`src/design/liu_defs.vh`:
```
// Register offsets, field positions and reset values for the interpolator
`ifndef LIU_DEFS_VH
`define LIU_DEFS_VH

// Byte offsets on the register bus
`define LIU_OFS_CTRL_ONE 8'hB0
`define LIU_OFS_ADD_ZERO 8'hB4
`define LIU_OFS_ADD_ONE 8'hB8
`define LIU_OFS_BASE_PACKED 8'hBC
`define LIU_OFS_ACC_ZERO 8'hC0
`define LIU_OFS_ACC_ONE 8'hC4
`define LIU_OFS_BASE_ZERO 8'hC8
`define LIU_OFS_BASE_ONE 8'hCC
`define LIU_OFS_BASE_TWO 8'hD0
`define LIU_OFS_TAKE_ZERO 8'hD4
`define LIU_OFS_TAKE_ONE 8'hD8
`define LIU_OFS_TAKE_SUM 8'hDC
`define LIU_OFS_LOOK_ZERO 8'hE0
`define LIU_OFS_LOOK_ONE 8'hE4
`define LIU_OFS_LOOK_SUM 8'hE8
`define LIU_OFS_CTRL_ZERO 8'hEC

// Lane control field positions
`define LIU_CTL_OVF_ANY 25
`define LIU_CTL_OVF_ONE 24
`define LIU_CTL_OVF_ZERO 23
`define LIU_CTL_MIX 21
`define LIU_CTL_FORCE_HI 20
`define LIU_CTL_FORCE_LO 19
`define LIU_CTL_RAW 18
`define LIU_CTL_SWAP_RES 17
`define LIU_CTL_SWAP_IN 16
`define LIU_CTL_SIGNED 15
`define LIU_CTL_MSB_HI 14
`define LIU_CTL_MSB_LO 10
`define LIU_CTL_LSB_HI 9
`define LIU_CTL_LSB_LO 5
`define LIU_CTL_SHIFT_HI 4
`define LIU_CTL_SHIFT_LO 0

// Writable widths of the two lane control registers
`define LIU_CTL_ZERO_W 22
`define LIU_CTL_ONE_W 21

// Forced result bits and add port width
`define LIU_FORCE_BIT_HI 29
`define LIU_FORCE_BIT_LO 28
`define LIU_ADD_W 24

// Reset values
`define LIU_RST_WORD 32'h00000000
`define LIU_RST_CTRL_ZERO 22'h000000
`define LIU_RST_CTRL_ONE 21'h000000

`endif

```
`src/design/liu_interp.v`:
```
// Two-lane interpolator datapath with Avalon-MM register slave
//
// Contract
// - force bits OR into read result 29:28
// - raw-add bypasses shift and mask, not sum
// - swap-result pops opposite lane into accumulator
// - swap-input feeds opposite accumulator, before bypass
// - signed sign-extends shifted masked value
// - mask passes low..high inclusive; high >= low
// - logical right shift 0..31 before masking
// - add port write adds 24 bits atomically
// - add port read gives raw shift-mask value
// - packed base write loads both halves together
// - packed halves sign-extend per lane signed bit
// - both accumulators readable and writable
// - three bases readable and writable
// - take read returns result and pops accumulators
// - look read returns result, changes nothing
// - overflow flags per lane, plus their OR
// - mix mode interpolates base zero to one
`timescale 1ns/1ps
`default_nettype none
`include "liu_defs.vh"

module liu_interp (
    input wire clk,
    input wire rst_n,
    input wire [7:0] avs_address,
    input wire avs_read,
    input wire avs_write,
    input wire [31:0] avs_writedata,
    output reg [31:0] avs_readdata,
    output reg avs_waitrequest
);
    // Half-word extension chosen by a lane's signed bit
    function [31:0] extend_half;
        input [15:0] half;
        input is_signed;
        begin
            extend_half = {{16{is_signed & half[15]}}, half};
        end
    endfunction

    // Overlay of the forced bits on a bus-visible lane result
    function [31:0] force_bits;
        input [31:0] value;
        input [1:0] force_field;
        begin
            force_bits = value |
                {2'b00, force_field, 28'h0000000};
        end
    endfunction

    // Architectural state
    reg [31:0] accumulator_zero;
    reg [31:0] accumulator_one;
    reg [31:0] base_value_zero;
    reg [31:0] base_value_one;
    reg [31:0] base_value_two;
    reg [`LIU_CTL_ZERO_W-1:0] ctrl_first_channel;
    reg [`LIU_CTL_ONE_W-1:0] ctrl_second_channel;

    // Lane stage outputs
    wire [31:0] raw_in_zero;
    wire [31:0] raw_in_one;
    wire [31:0] shmask_zero;
    wire [31:0] shmask_one;
    wire overflow_flag_zero;
    wire overflow_flag_one;
    wire overflow_flag_any;

    // Combinational results
    reg [31:0] result_zero;
    reg [31:0] result_one;
    reg [31:0] result_sum;
    reg [32:0] mix_diff;
    reg [41:0] mix_prod;
    reg [31:0] next_readdata;
    reg [31:0] next_accumulator_zero;
    reg [31:0] next_accumulator_one;
    reg [31:0] next_base_value_zero;
    reg [31:0] next_base_value_one;
    reg [31:0] next_base_value_two;
    reg [`LIU_CTL_ZERO_W-1:0] next_ctrl_first_channel;
    reg [`LIU_CTL_ONE_W-1:0] next_ctrl_second_channel;

    // Bus handshake terms and decoded control bits
    wire accept;
    wire do_read;
    wire do_write;
    wire linear_mix_mode;
    wire raw_zero;
    wire raw_one;
    wire signed_zero;
    wire signed_one;
    wire is_take;

    assign linear_mix_mode = ctrl_first_channel[`LIU_CTL_MIX];
    assign raw_zero = ctrl_first_channel[`LIU_CTL_RAW];
    assign raw_one = ctrl_second_channel[`LIU_CTL_RAW];
    assign signed_zero = ctrl_first_channel[`LIU_CTL_SIGNED];
    assign signed_one = ctrl_second_channel[`LIU_CTL_SIGNED];

    // Lane zero stage
    liu_lane u_first_channel (
        .acc_own(accumulator_zero),
        .acc_other(accumulator_one),
        .ctrl(ctrl_first_channel[`LIU_CTL_ONE_W-1:0]),
        .raw_in(raw_in_zero),
        .shmask(shmask_zero),
        .overflow(overflow_flag_zero)
    );

    // Lane one stage
    liu_lane u_second_channel (
        .acc_own(accumulator_one),
        .acc_other(accumulator_zero),
        .ctrl(ctrl_second_channel),
        .raw_in(raw_in_one),
        .shmask(shmask_one),
        .overflow(overflow_flag_one)
    );

    assign overflow_flag_any = overflow_flag_zero | overflow_flag_one;

    // Mix difference, signed or unsigned by lane one signed bit
    always @* begin
        if (signed_one) begin
            mix_diff = {base_value_one[31], base_value_one} -
                {base_value_zero[31], base_value_zero};
        end else begin
            mix_diff = {1'b0, base_value_one} - {1'b0, base_value_zero};
        end
        // Weight is the low byte of lane one, read as n/256
        mix_prod = $signed({{9{mix_diff[32]}}, mix_diff}) *
            $signed({{34{1'h0}}, shmask_one[7:0]});
    end

    // Lane and sum results on the internal 32-bit datapath
    always @* begin
        if (linear_mix_mode) begin
            // Mix: lane zero shows the weight, sum drops lane one
            result_zero = {24'h000000, shmask_one[7:0]};
            result_one = base_value_zero + mix_prod[39:8];
            result_sum = base_value_two + shmask_zero;
        end else begin
            // Bypass takes the post-swap input, sum never bypasses
            result_zero = base_value_zero +
                (raw_zero ? raw_in_zero : shmask_zero);
            result_one = base_value_one +
                (raw_one ? raw_in_one : shmask_one);
            result_sum = base_value_two + shmask_zero + shmask_one;
        end
    end

    // One wait state; a second edge with waitrequest low releases it
    assign accept = (avs_read | avs_write) & avs_waitrequest;
    assign do_read = accept & avs_read;
    assign do_write = accept & avs_write & ~avs_read;
    assign is_take = (avs_address == `LIU_OFS_TAKE_ZERO) |
        (avs_address == `LIU_OFS_TAKE_ONE) |
        (avs_address == `LIU_OFS_TAKE_SUM);

    // Read mux; unmapped and write-only offsets read zero
    always @* begin
        case (avs_address)
            `LIU_OFS_CTRL_ZERO: begin
                next_readdata = {6'h00, overflow_flag_any, overflow_flag_one,
                    overflow_flag_zero, 1'b0, ctrl_first_channel};
            end
            `LIU_OFS_CTRL_ONE: begin
                next_readdata = {11'h000, ctrl_second_channel};
            end
            `LIU_OFS_ADD_ZERO: begin
                next_readdata = {8'h00, shmask_zero[`LIU_ADD_W-1:0]};
            end
            `LIU_OFS_ADD_ONE: begin
                // Base is not added here
                next_readdata = {8'h00, shmask_one[`LIU_ADD_W-1:0]};
            end
            `LIU_OFS_ACC_ZERO: begin
                next_readdata = accumulator_zero;
            end
            `LIU_OFS_ACC_ONE: begin
                next_readdata = accumulator_one;
            end
            `LIU_OFS_BASE_ZERO: begin
                next_readdata = base_value_zero;
            end
            `LIU_OFS_BASE_ONE: begin
                next_readdata = base_value_one;
            end
            `LIU_OFS_BASE_TWO: begin
                next_readdata = base_value_two;
            end
            `LIU_OFS_TAKE_ZERO, `LIU_OFS_LOOK_ZERO: begin
                next_readdata = force_bits(result_zero,
                    ctrl_first_channel[`LIU_CTL_FORCE_HI:`LIU_CTL_FORCE_LO]);
            end
            `LIU_OFS_TAKE_ONE, `LIU_OFS_LOOK_ONE: begin
                next_readdata = force_bits(result_one,
                    ctrl_second_channel[`LIU_CTL_FORCE_HI:`LIU_CTL_FORCE_LO]);
            end
            `LIU_OFS_TAKE_SUM, `LIU_OFS_LOOK_SUM: begin
                next_readdata = result_sum;
            end
            default: begin
                next_readdata = `LIU_RST_WORD;
            end
        endcase
    end

    // Bus answer flops: data and waitrequest come straight from here
    always @(posedge clk or negedge rst_n) begin
        if (!rst_n) begin
            avs_waitrequest <= 1'b1;
            avs_readdata <= `LIU_RST_WORD;
        end else begin
            avs_waitrequest <= ~accept;
            if (do_read) begin
                avs_readdata <= next_readdata;
            end
        end
    end

    // Accumulator next values: pops, direct writes and add ports
    always @* begin
        next_accumulator_zero = accumulator_zero;
        next_accumulator_one = accumulator_one;
        if (do_read && is_take) begin
            // Pop writes back the unforced internal results
            if (ctrl_first_channel[`LIU_CTL_SWAP_RES]) begin
                next_accumulator_zero = result_one;
            end else begin
                next_accumulator_zero = result_zero;
            end
            if (ctrl_second_channel[`LIU_CTL_SWAP_RES]) begin
                next_accumulator_one = result_zero;
            end else begin
                next_accumulator_one = result_one;
            end
        end else if (do_write) begin
            case (avs_address)
                `LIU_OFS_ACC_ZERO: begin
                    next_accumulator_zero = avs_writedata;
                end
                `LIU_OFS_ACC_ONE: begin
                    next_accumulator_one = avs_writedata;
                end
                `LIU_OFS_ADD_ZERO: begin
                    next_accumulator_zero = accumulator_zero +
                        {8'h00, avs_writedata[`LIU_ADD_W-1:0]};
                end
                `LIU_OFS_ADD_ONE: begin
                    // Upper byte of the write is ignored
                    next_accumulator_one = accumulator_one +
                        {8'h00, avs_writedata[`LIU_ADD_W-1:0]};
                end
                default: begin
                    next_accumulator_zero = accumulator_zero;
                end
            endcase
        end
    end

    // Accumulator flops; a pop updates both lanes on one edge
    always @(posedge clk or negedge rst_n) begin
        if (!rst_n) begin
            accumulator_zero <= `LIU_RST_WORD;
            accumulator_one <= `LIU_RST_WORD;
        end else begin
            accumulator_zero <= next_accumulator_zero;
            accumulator_one <= next_accumulator_one;
        end
    end

    // Base next values: direct writes and the packed write port
    always @* begin
        next_base_value_zero = base_value_zero;
        next_base_value_one = base_value_one;
        next_base_value_two = base_value_two;
        if (do_write) begin
            case (avs_address)
                `LIU_OFS_BASE_ZERO: begin
                    next_base_value_zero = avs_writedata;
                end
                `LIU_OFS_BASE_ONE: begin
                    next_base_value_one = avs_writedata;
                end
                `LIU_OFS_BASE_TWO: begin
                    next_base_value_two = avs_writedata;
                end
                `LIU_OFS_BASE_PACKED: begin
                    // Both halves land on the same edge
                    next_base_value_zero = extend_half(avs_writedata[15:0],
                        signed_zero);
                    next_base_value_one = extend_half(avs_writedata[31:16],
                        signed_one);
                end
                default: begin
                    next_base_value_two = base_value_two;
                end
            endcase
        end
    end

    // Base flops; no half-written packed pair is ever visible
    always @(posedge clk or negedge rst_n) begin
        if (!rst_n) begin
            base_value_zero <= `LIU_RST_WORD;
            base_value_one <= `LIU_RST_WORD;
            base_value_two <= `LIU_RST_WORD;
        end else begin
            base_value_zero <= next_base_value_zero;
            base_value_one <= next_base_value_one;
            base_value_two <= next_base_value_two;
        end
    end

    // Lane control next values; flags above are derived, not stored
    always @* begin
        next_ctrl_first_channel = ctrl_first_channel;
        next_ctrl_second_channel = ctrl_second_channel;
        if (do_write && avs_address == `LIU_OFS_CTRL_ZERO) begin
            next_ctrl_first_channel = avs_writedata[`LIU_CTL_ZERO_W-1:0];
        end
        if (do_write && avs_address == `LIU_OFS_CTRL_ONE) begin
            next_ctrl_second_channel = avs_writedata[`LIU_CTL_ONE_W-1:0];
        end
    end

    // Lane control flops
    always @(posedge clk or negedge rst_n) begin
        if (!rst_n) begin
            ctrl_first_channel <= `LIU_RST_CTRL_ZERO;
            ctrl_second_channel <= `LIU_RST_CTRL_ONE;
        end else begin
            ctrl_first_channel <= next_ctrl_first_channel;
            ctrl_second_channel <= next_ctrl_second_channel;
        end
    end
endmodule

`default_nettype wire

```
`src/design/liu_lane.v`:
```
// One lane shift, mask and sign-extension stage with overflow detect
`timescale 1ns/1ps
`default_nettype none
`include "liu_defs.vh"

module liu_lane (
    input wire [31:0] acc_own,
    input wire [31:0] acc_other,
    input wire [20:0] ctrl,
    output wire [31:0] raw_in,
    output wire [31:0] shmask,
    output wire overflow
);
    wire [4:0] shift;
    wire [4:0] lsb;
    wire [4:0] msb;
    wire [31:0] shifted;
    wire [31:0] lo_mask;
    wire [31:0] hi_mask;
    wire [31:0] masked;

    assign shift = ctrl[`LIU_CTL_SHIFT_HI:`LIU_CTL_SHIFT_LO];
    assign lsb = ctrl[`LIU_CTL_LSB_HI:`LIU_CTL_LSB_LO];
    assign msb = ctrl[`LIU_CTL_MSB_HI:`LIU_CTL_MSB_LO];

    // Input mux sits ahead of the raw bypass taken in the parent
    assign raw_in = ctrl[`LIU_CTL_SWAP_IN] ? acc_other : acc_own;

    // Logical shift first, then the inclusive window
    assign shifted = raw_in >> shift;
    assign lo_mask = 32'hFFFFFFFF << lsb;
    assign hi_mask = 32'hFFFFFFFF >> (5'h1F - msb);
    // Window undefined when msb < lsb; result is simply all zero then
    assign masked = shifted & lo_mask & hi_mask;

    // Sign copies the top passed bit over everything above it
    assign shmask = (ctrl[`LIU_CTL_SIGNED] && masked[msb]) ?
        (masked | ~hi_mask) : masked;

    // Any shifted bit discarded above the high bound
    assign overflow = |(shifted & ~hi_mask);
endmodule

`default_nettype wire

```
`config.mk`:
```
export PLATFORM = sky130hd
export DESIGN_NAME = liu_interp
export DESIGN_NICKNAME = d
export VERILOG_FILES = /design/src/design/liu_interp.v /design/src/design/liu_lane.v
export VERILOG_INCLUDE_DIRS = /design/src /design/src/design
export SDC_FILE = /design/constraint.sdc
export NUM_CORES = 2
export LEC_CHECK = 0
export BUFFER_PORTS_ARGS = -buffer_cell sky130_fd_sc_hd__buf_2
export CAP_MARGIN = 10
export CELL_PAD_IN_SITES_DETAIL_PLACEMENT = 0
export CELL_PAD_IN_SITES_GLOBAL_PLACEMENT = 1
export CORE_MARGIN = 5
export CORE_UTILIZATION = 33
export DETAILED_ROUTE_END_ITERATION = 6
export GPL_ROUTABILITY_DRIVEN = 0
export PLACE_DENSITY = 0.59
export SKIP_CTS_REPAIR_TIMING = 1
export SLEW_MARGIN = 20
export SYNTH_ARGS = -nofsm -noshare
export SYNTH_HDL_FRONTEND = slang
export SYNTH_SLANG_ARGS = --single-unit
```
`constraint.sdc`:
```
create_clock -name clk -period 11.3 [get_ports clk]
set_clock_uncertainty 0.1 [all_clocks]
set_input_delay 2.26 -clock clk [delete_from_list [all_inputs] [get_ports clk]]
set_output_delay 2.26 -clock clk [all_outputs]
set_load 0.05 [all_outputs]
```
==> impl_metrics.tcl <==
set metrics [dict create \
    clock_latency_ns 0.60 \
    power.total_w 0.00470 \
    dr.pass1.iters 7 \
    drc 7 \
    num_rows 130 \
    synth_compound_area_share_pct 23.8 \
    netlist.area_leader.share_pct 14.2 \
    synth-xor-area-share_pct 4.89 \
    dieArea_mm2 0.133 \
    synth_seq_cells 236 \
    rsz0062_at_grt "true" \
    grt_first_pass_wirelength_mm 306 \
    slew_viol_final 0 \
    synth_mux_area_share_pct 12.9 \
    cp.required_ns 11.64 \
    arrival_ns 11.75 \
    area_growth_pct 21.2 \
    wl_per_cell_um 28.7 \
    fmax_mhz 87.6 \
    synth_top_family_by_area "compound AO/OA/AOI/OAI gates" \
    power.internal_w 0.00266 \
    cts_buffer_depth 3 \
    outcome "finished, violations left" \
    final_nets 6352 \
    seq_area_frac_synth_pct 14.3 \
    syn_area_per_cell_um2 7.79 \
    violations "design-rule violations, negative setup slack" \
    drt_iter0_drc 5505 \
    via_per_inst 6.06 \
    post-route-period-util_pct 101 \
    antenna_found_initial 15 \
    layout_setup_ws_ns -0.111 \
    synth_simple_gate_area_share_pct 18.0 \
    pin_count 77 \
    io_buffers 76 \
    clk_pin_slew_ns 0.07 \
    p_sw_share_pct 43.4 \
    p_sw_w 0.00204 \
    postLayoutCellArea_mm2 0.0502 \
    peakVddDrop_uv 109 \
    worst_pin_slew_ns 1.28 \
    critPathLaunchType "flip-flop" \
    die_w_um 364 \
    coreArea_mm2 0.125 \
    grt_usage_pct 31.3 \
    clkPwrFrac_pct 27.9 \
    p_seq_share_pct 21.4 \
    synth_edf_count 0 \
    cap_violations 0 \
    cts_buffers 35 \
    synthAdderAreaFrac_pct 19.5 \
    via_count 45249 \
    yosys_warnings 0 \
    synth.most_common_cell "nor2_1" \
    cts.sinks 236 \
    cp_slowest_cell "or4_4" \
    grt_pass1_vias 42931 \
    yosys.area.top_type "dfrtp_1" \
    synthTopCellsByArea "dfrtp_1, fa_1, ha_1" \
    netlist_area_mm2 0.0414 \
    power_density_mw_per_mm2 93.8 \
    grt_max_degree 79 \
    p_leak_nw 23.4 \
    cpPeakStageDelay_ns 0.61 \
    place.detailed.hpwl_mm 169 \
    combPwrFrac_pct 50.7 \
    die_h_um 364 \
    postPlaceCellArea_mm2 0.0477 \
    synth_ff_type "dfrtp_1" \
    synth_common_cells "nor2_1, nand2_1, a21oi_1" \
    hold_violations 0 \
    root_buffer "clkbuf_16" \
    endpoint_kind "flip-flop" \
    synthArstFlopShare_pct 100 \
    finalCriticalPeriod_ns 11.41 \
    routed_wl_mm 214 \
    postSynthCellCount 5312 \
    htreeDepth 2 \
    drive_above_1_share_pct 21.5 \
    hold_class "reg -> reg" \
    syn_nets 5875 \
    path_max_fanout 5 \
    finalSetupViolations 4 \
    yosysUniqueCellTypes 100 \
    initial_core_util_pct 33.1 \
    path_class "reg -> reg" \
    relSlewSlack_pct 13.7 \
    ant_nets 0 \
    cts_tree "yes" \
    overflow 0 \
]
[layout make-up]
cell class                 count  area [um^2]
clock buffer                  46          967
multi-input combinational   4360        33700
antenna                        4         10.0
timing repair buffer         744         5650
fill                       12890        74900
tap                         1650         2060
sequential                   236         5920
clock inverter                18          309
inverter                     412         1550
[worst paths after layout]
kind                                         startpoint  depth (start not counted)                  end  slack (ns)
worst max-delay path            ctrl_second_channel[16]                         49  accumulator_one[31]       -0.11
worst min register to register          avs_readdata[8]                          2      avs_readdata[8]        0.38
worst max register to register  ctrl_second_channel[16]                         49  accumulator_one[31]       -0.11
min in group asynchronous                         rst_n                          1      avs_readdata[5]        1.53
max in group asynchronous                         rst_n                          3   base_value_one[28]        7.44
worst min-delay path                    avs_readdata[8]                          2      avs_readdata[8]        0.38
[stage by stage]
stage	instances	hold WS (ns)	setup TNS, ns	util, %	worst slack, ns
2_1_floorplan	5312	0.398	0	-	0.141
3_3_place_gp	7371	0.357	-8.69	38.1	-0.563
3_5_place_dp	7371	0.361	-11.84	38.1	-0.647
4_1_cts	7435	0.385	-15.43	39.1	-0.732
5_1_grt	7467	0.397	-8.55	40.1	-0.528
6_report	7470	0.377	-0.293	40.1	-0.111
[cell usage in the layout (no fill, tap or decap), types with 75 or more instances in the layout]
master and n:
buf_4 634, nor2_1 576, nand2_1 504, a21oi_1 402, inv_1 401, o21ai_0 348
ha_1 306, dfrtp_1 228, fa_1 205, mux2i_1 202, mux2_2 133, xnor2_1 131
nor3_1 103, nand3_1 98, xor2_1 95, mux4_2 75, buf_2 75
[kinds of logic after synthesis]
logic type | after synthesis
AO/OA/AOI/OAI | 1524
XOR/XNOR | 231
adder cells (fa/ha/maj) | 520
buffers and inverters | 716
flip-flops | 236
multiplexers | 423
AND/OR/NAND/NOR | 1662
[power by group through the flow]
stage	clock [W]	sequential [W]	combinational (W)
floorplan	0	0.000980	0.00119
global placement	0	0.00102	0.00223
global route	0.00134	0.00100	0.00253
CTS	0.00132	0.00100	0.00225
detailed placement	0	0.00101	0.00223
finish	0.00131	0.00101	0.00239
[worst max-delay path: cells and delay by family (launching register included)]
family / cells / cell delay [ns]
XOR/XNOR: 1 / 0.16
AO/OA/AOI/OAI: 19 / 3.65
buffers and inverters: 6 / 0.58
adder cells (fa/ha/maj): 6 / 2.26
multiplexers: 3 / 1.04
AND/OR/NAND/NOR: 14 / 2.93
flip-flops: 1 / 0.51
[state kept, by name, indices dropped and copies added (netlist names)]
| signal | flops |
|---|---|
| accumulator_one | 32 |
| accumulator_zero | 32 |
| avs_readdata | 32 |
| avs_waitrequest | 1 |
| base_value_one | 32 |
| base_value_two | 32 |
| base_value_zero | 32 |
| ctrl_first_channel | 22 |
| ctrl_second_channel | 21 |
[layer usage]
metal / wire length (um) / GRT usage, %
met1: 87000 / 41.2
met2: 90600 / 47.4
met5: 53 / 0
met3: 19200 / 5.43
met4: 17600 / 20.2
(Power assumes the default switching activity.)
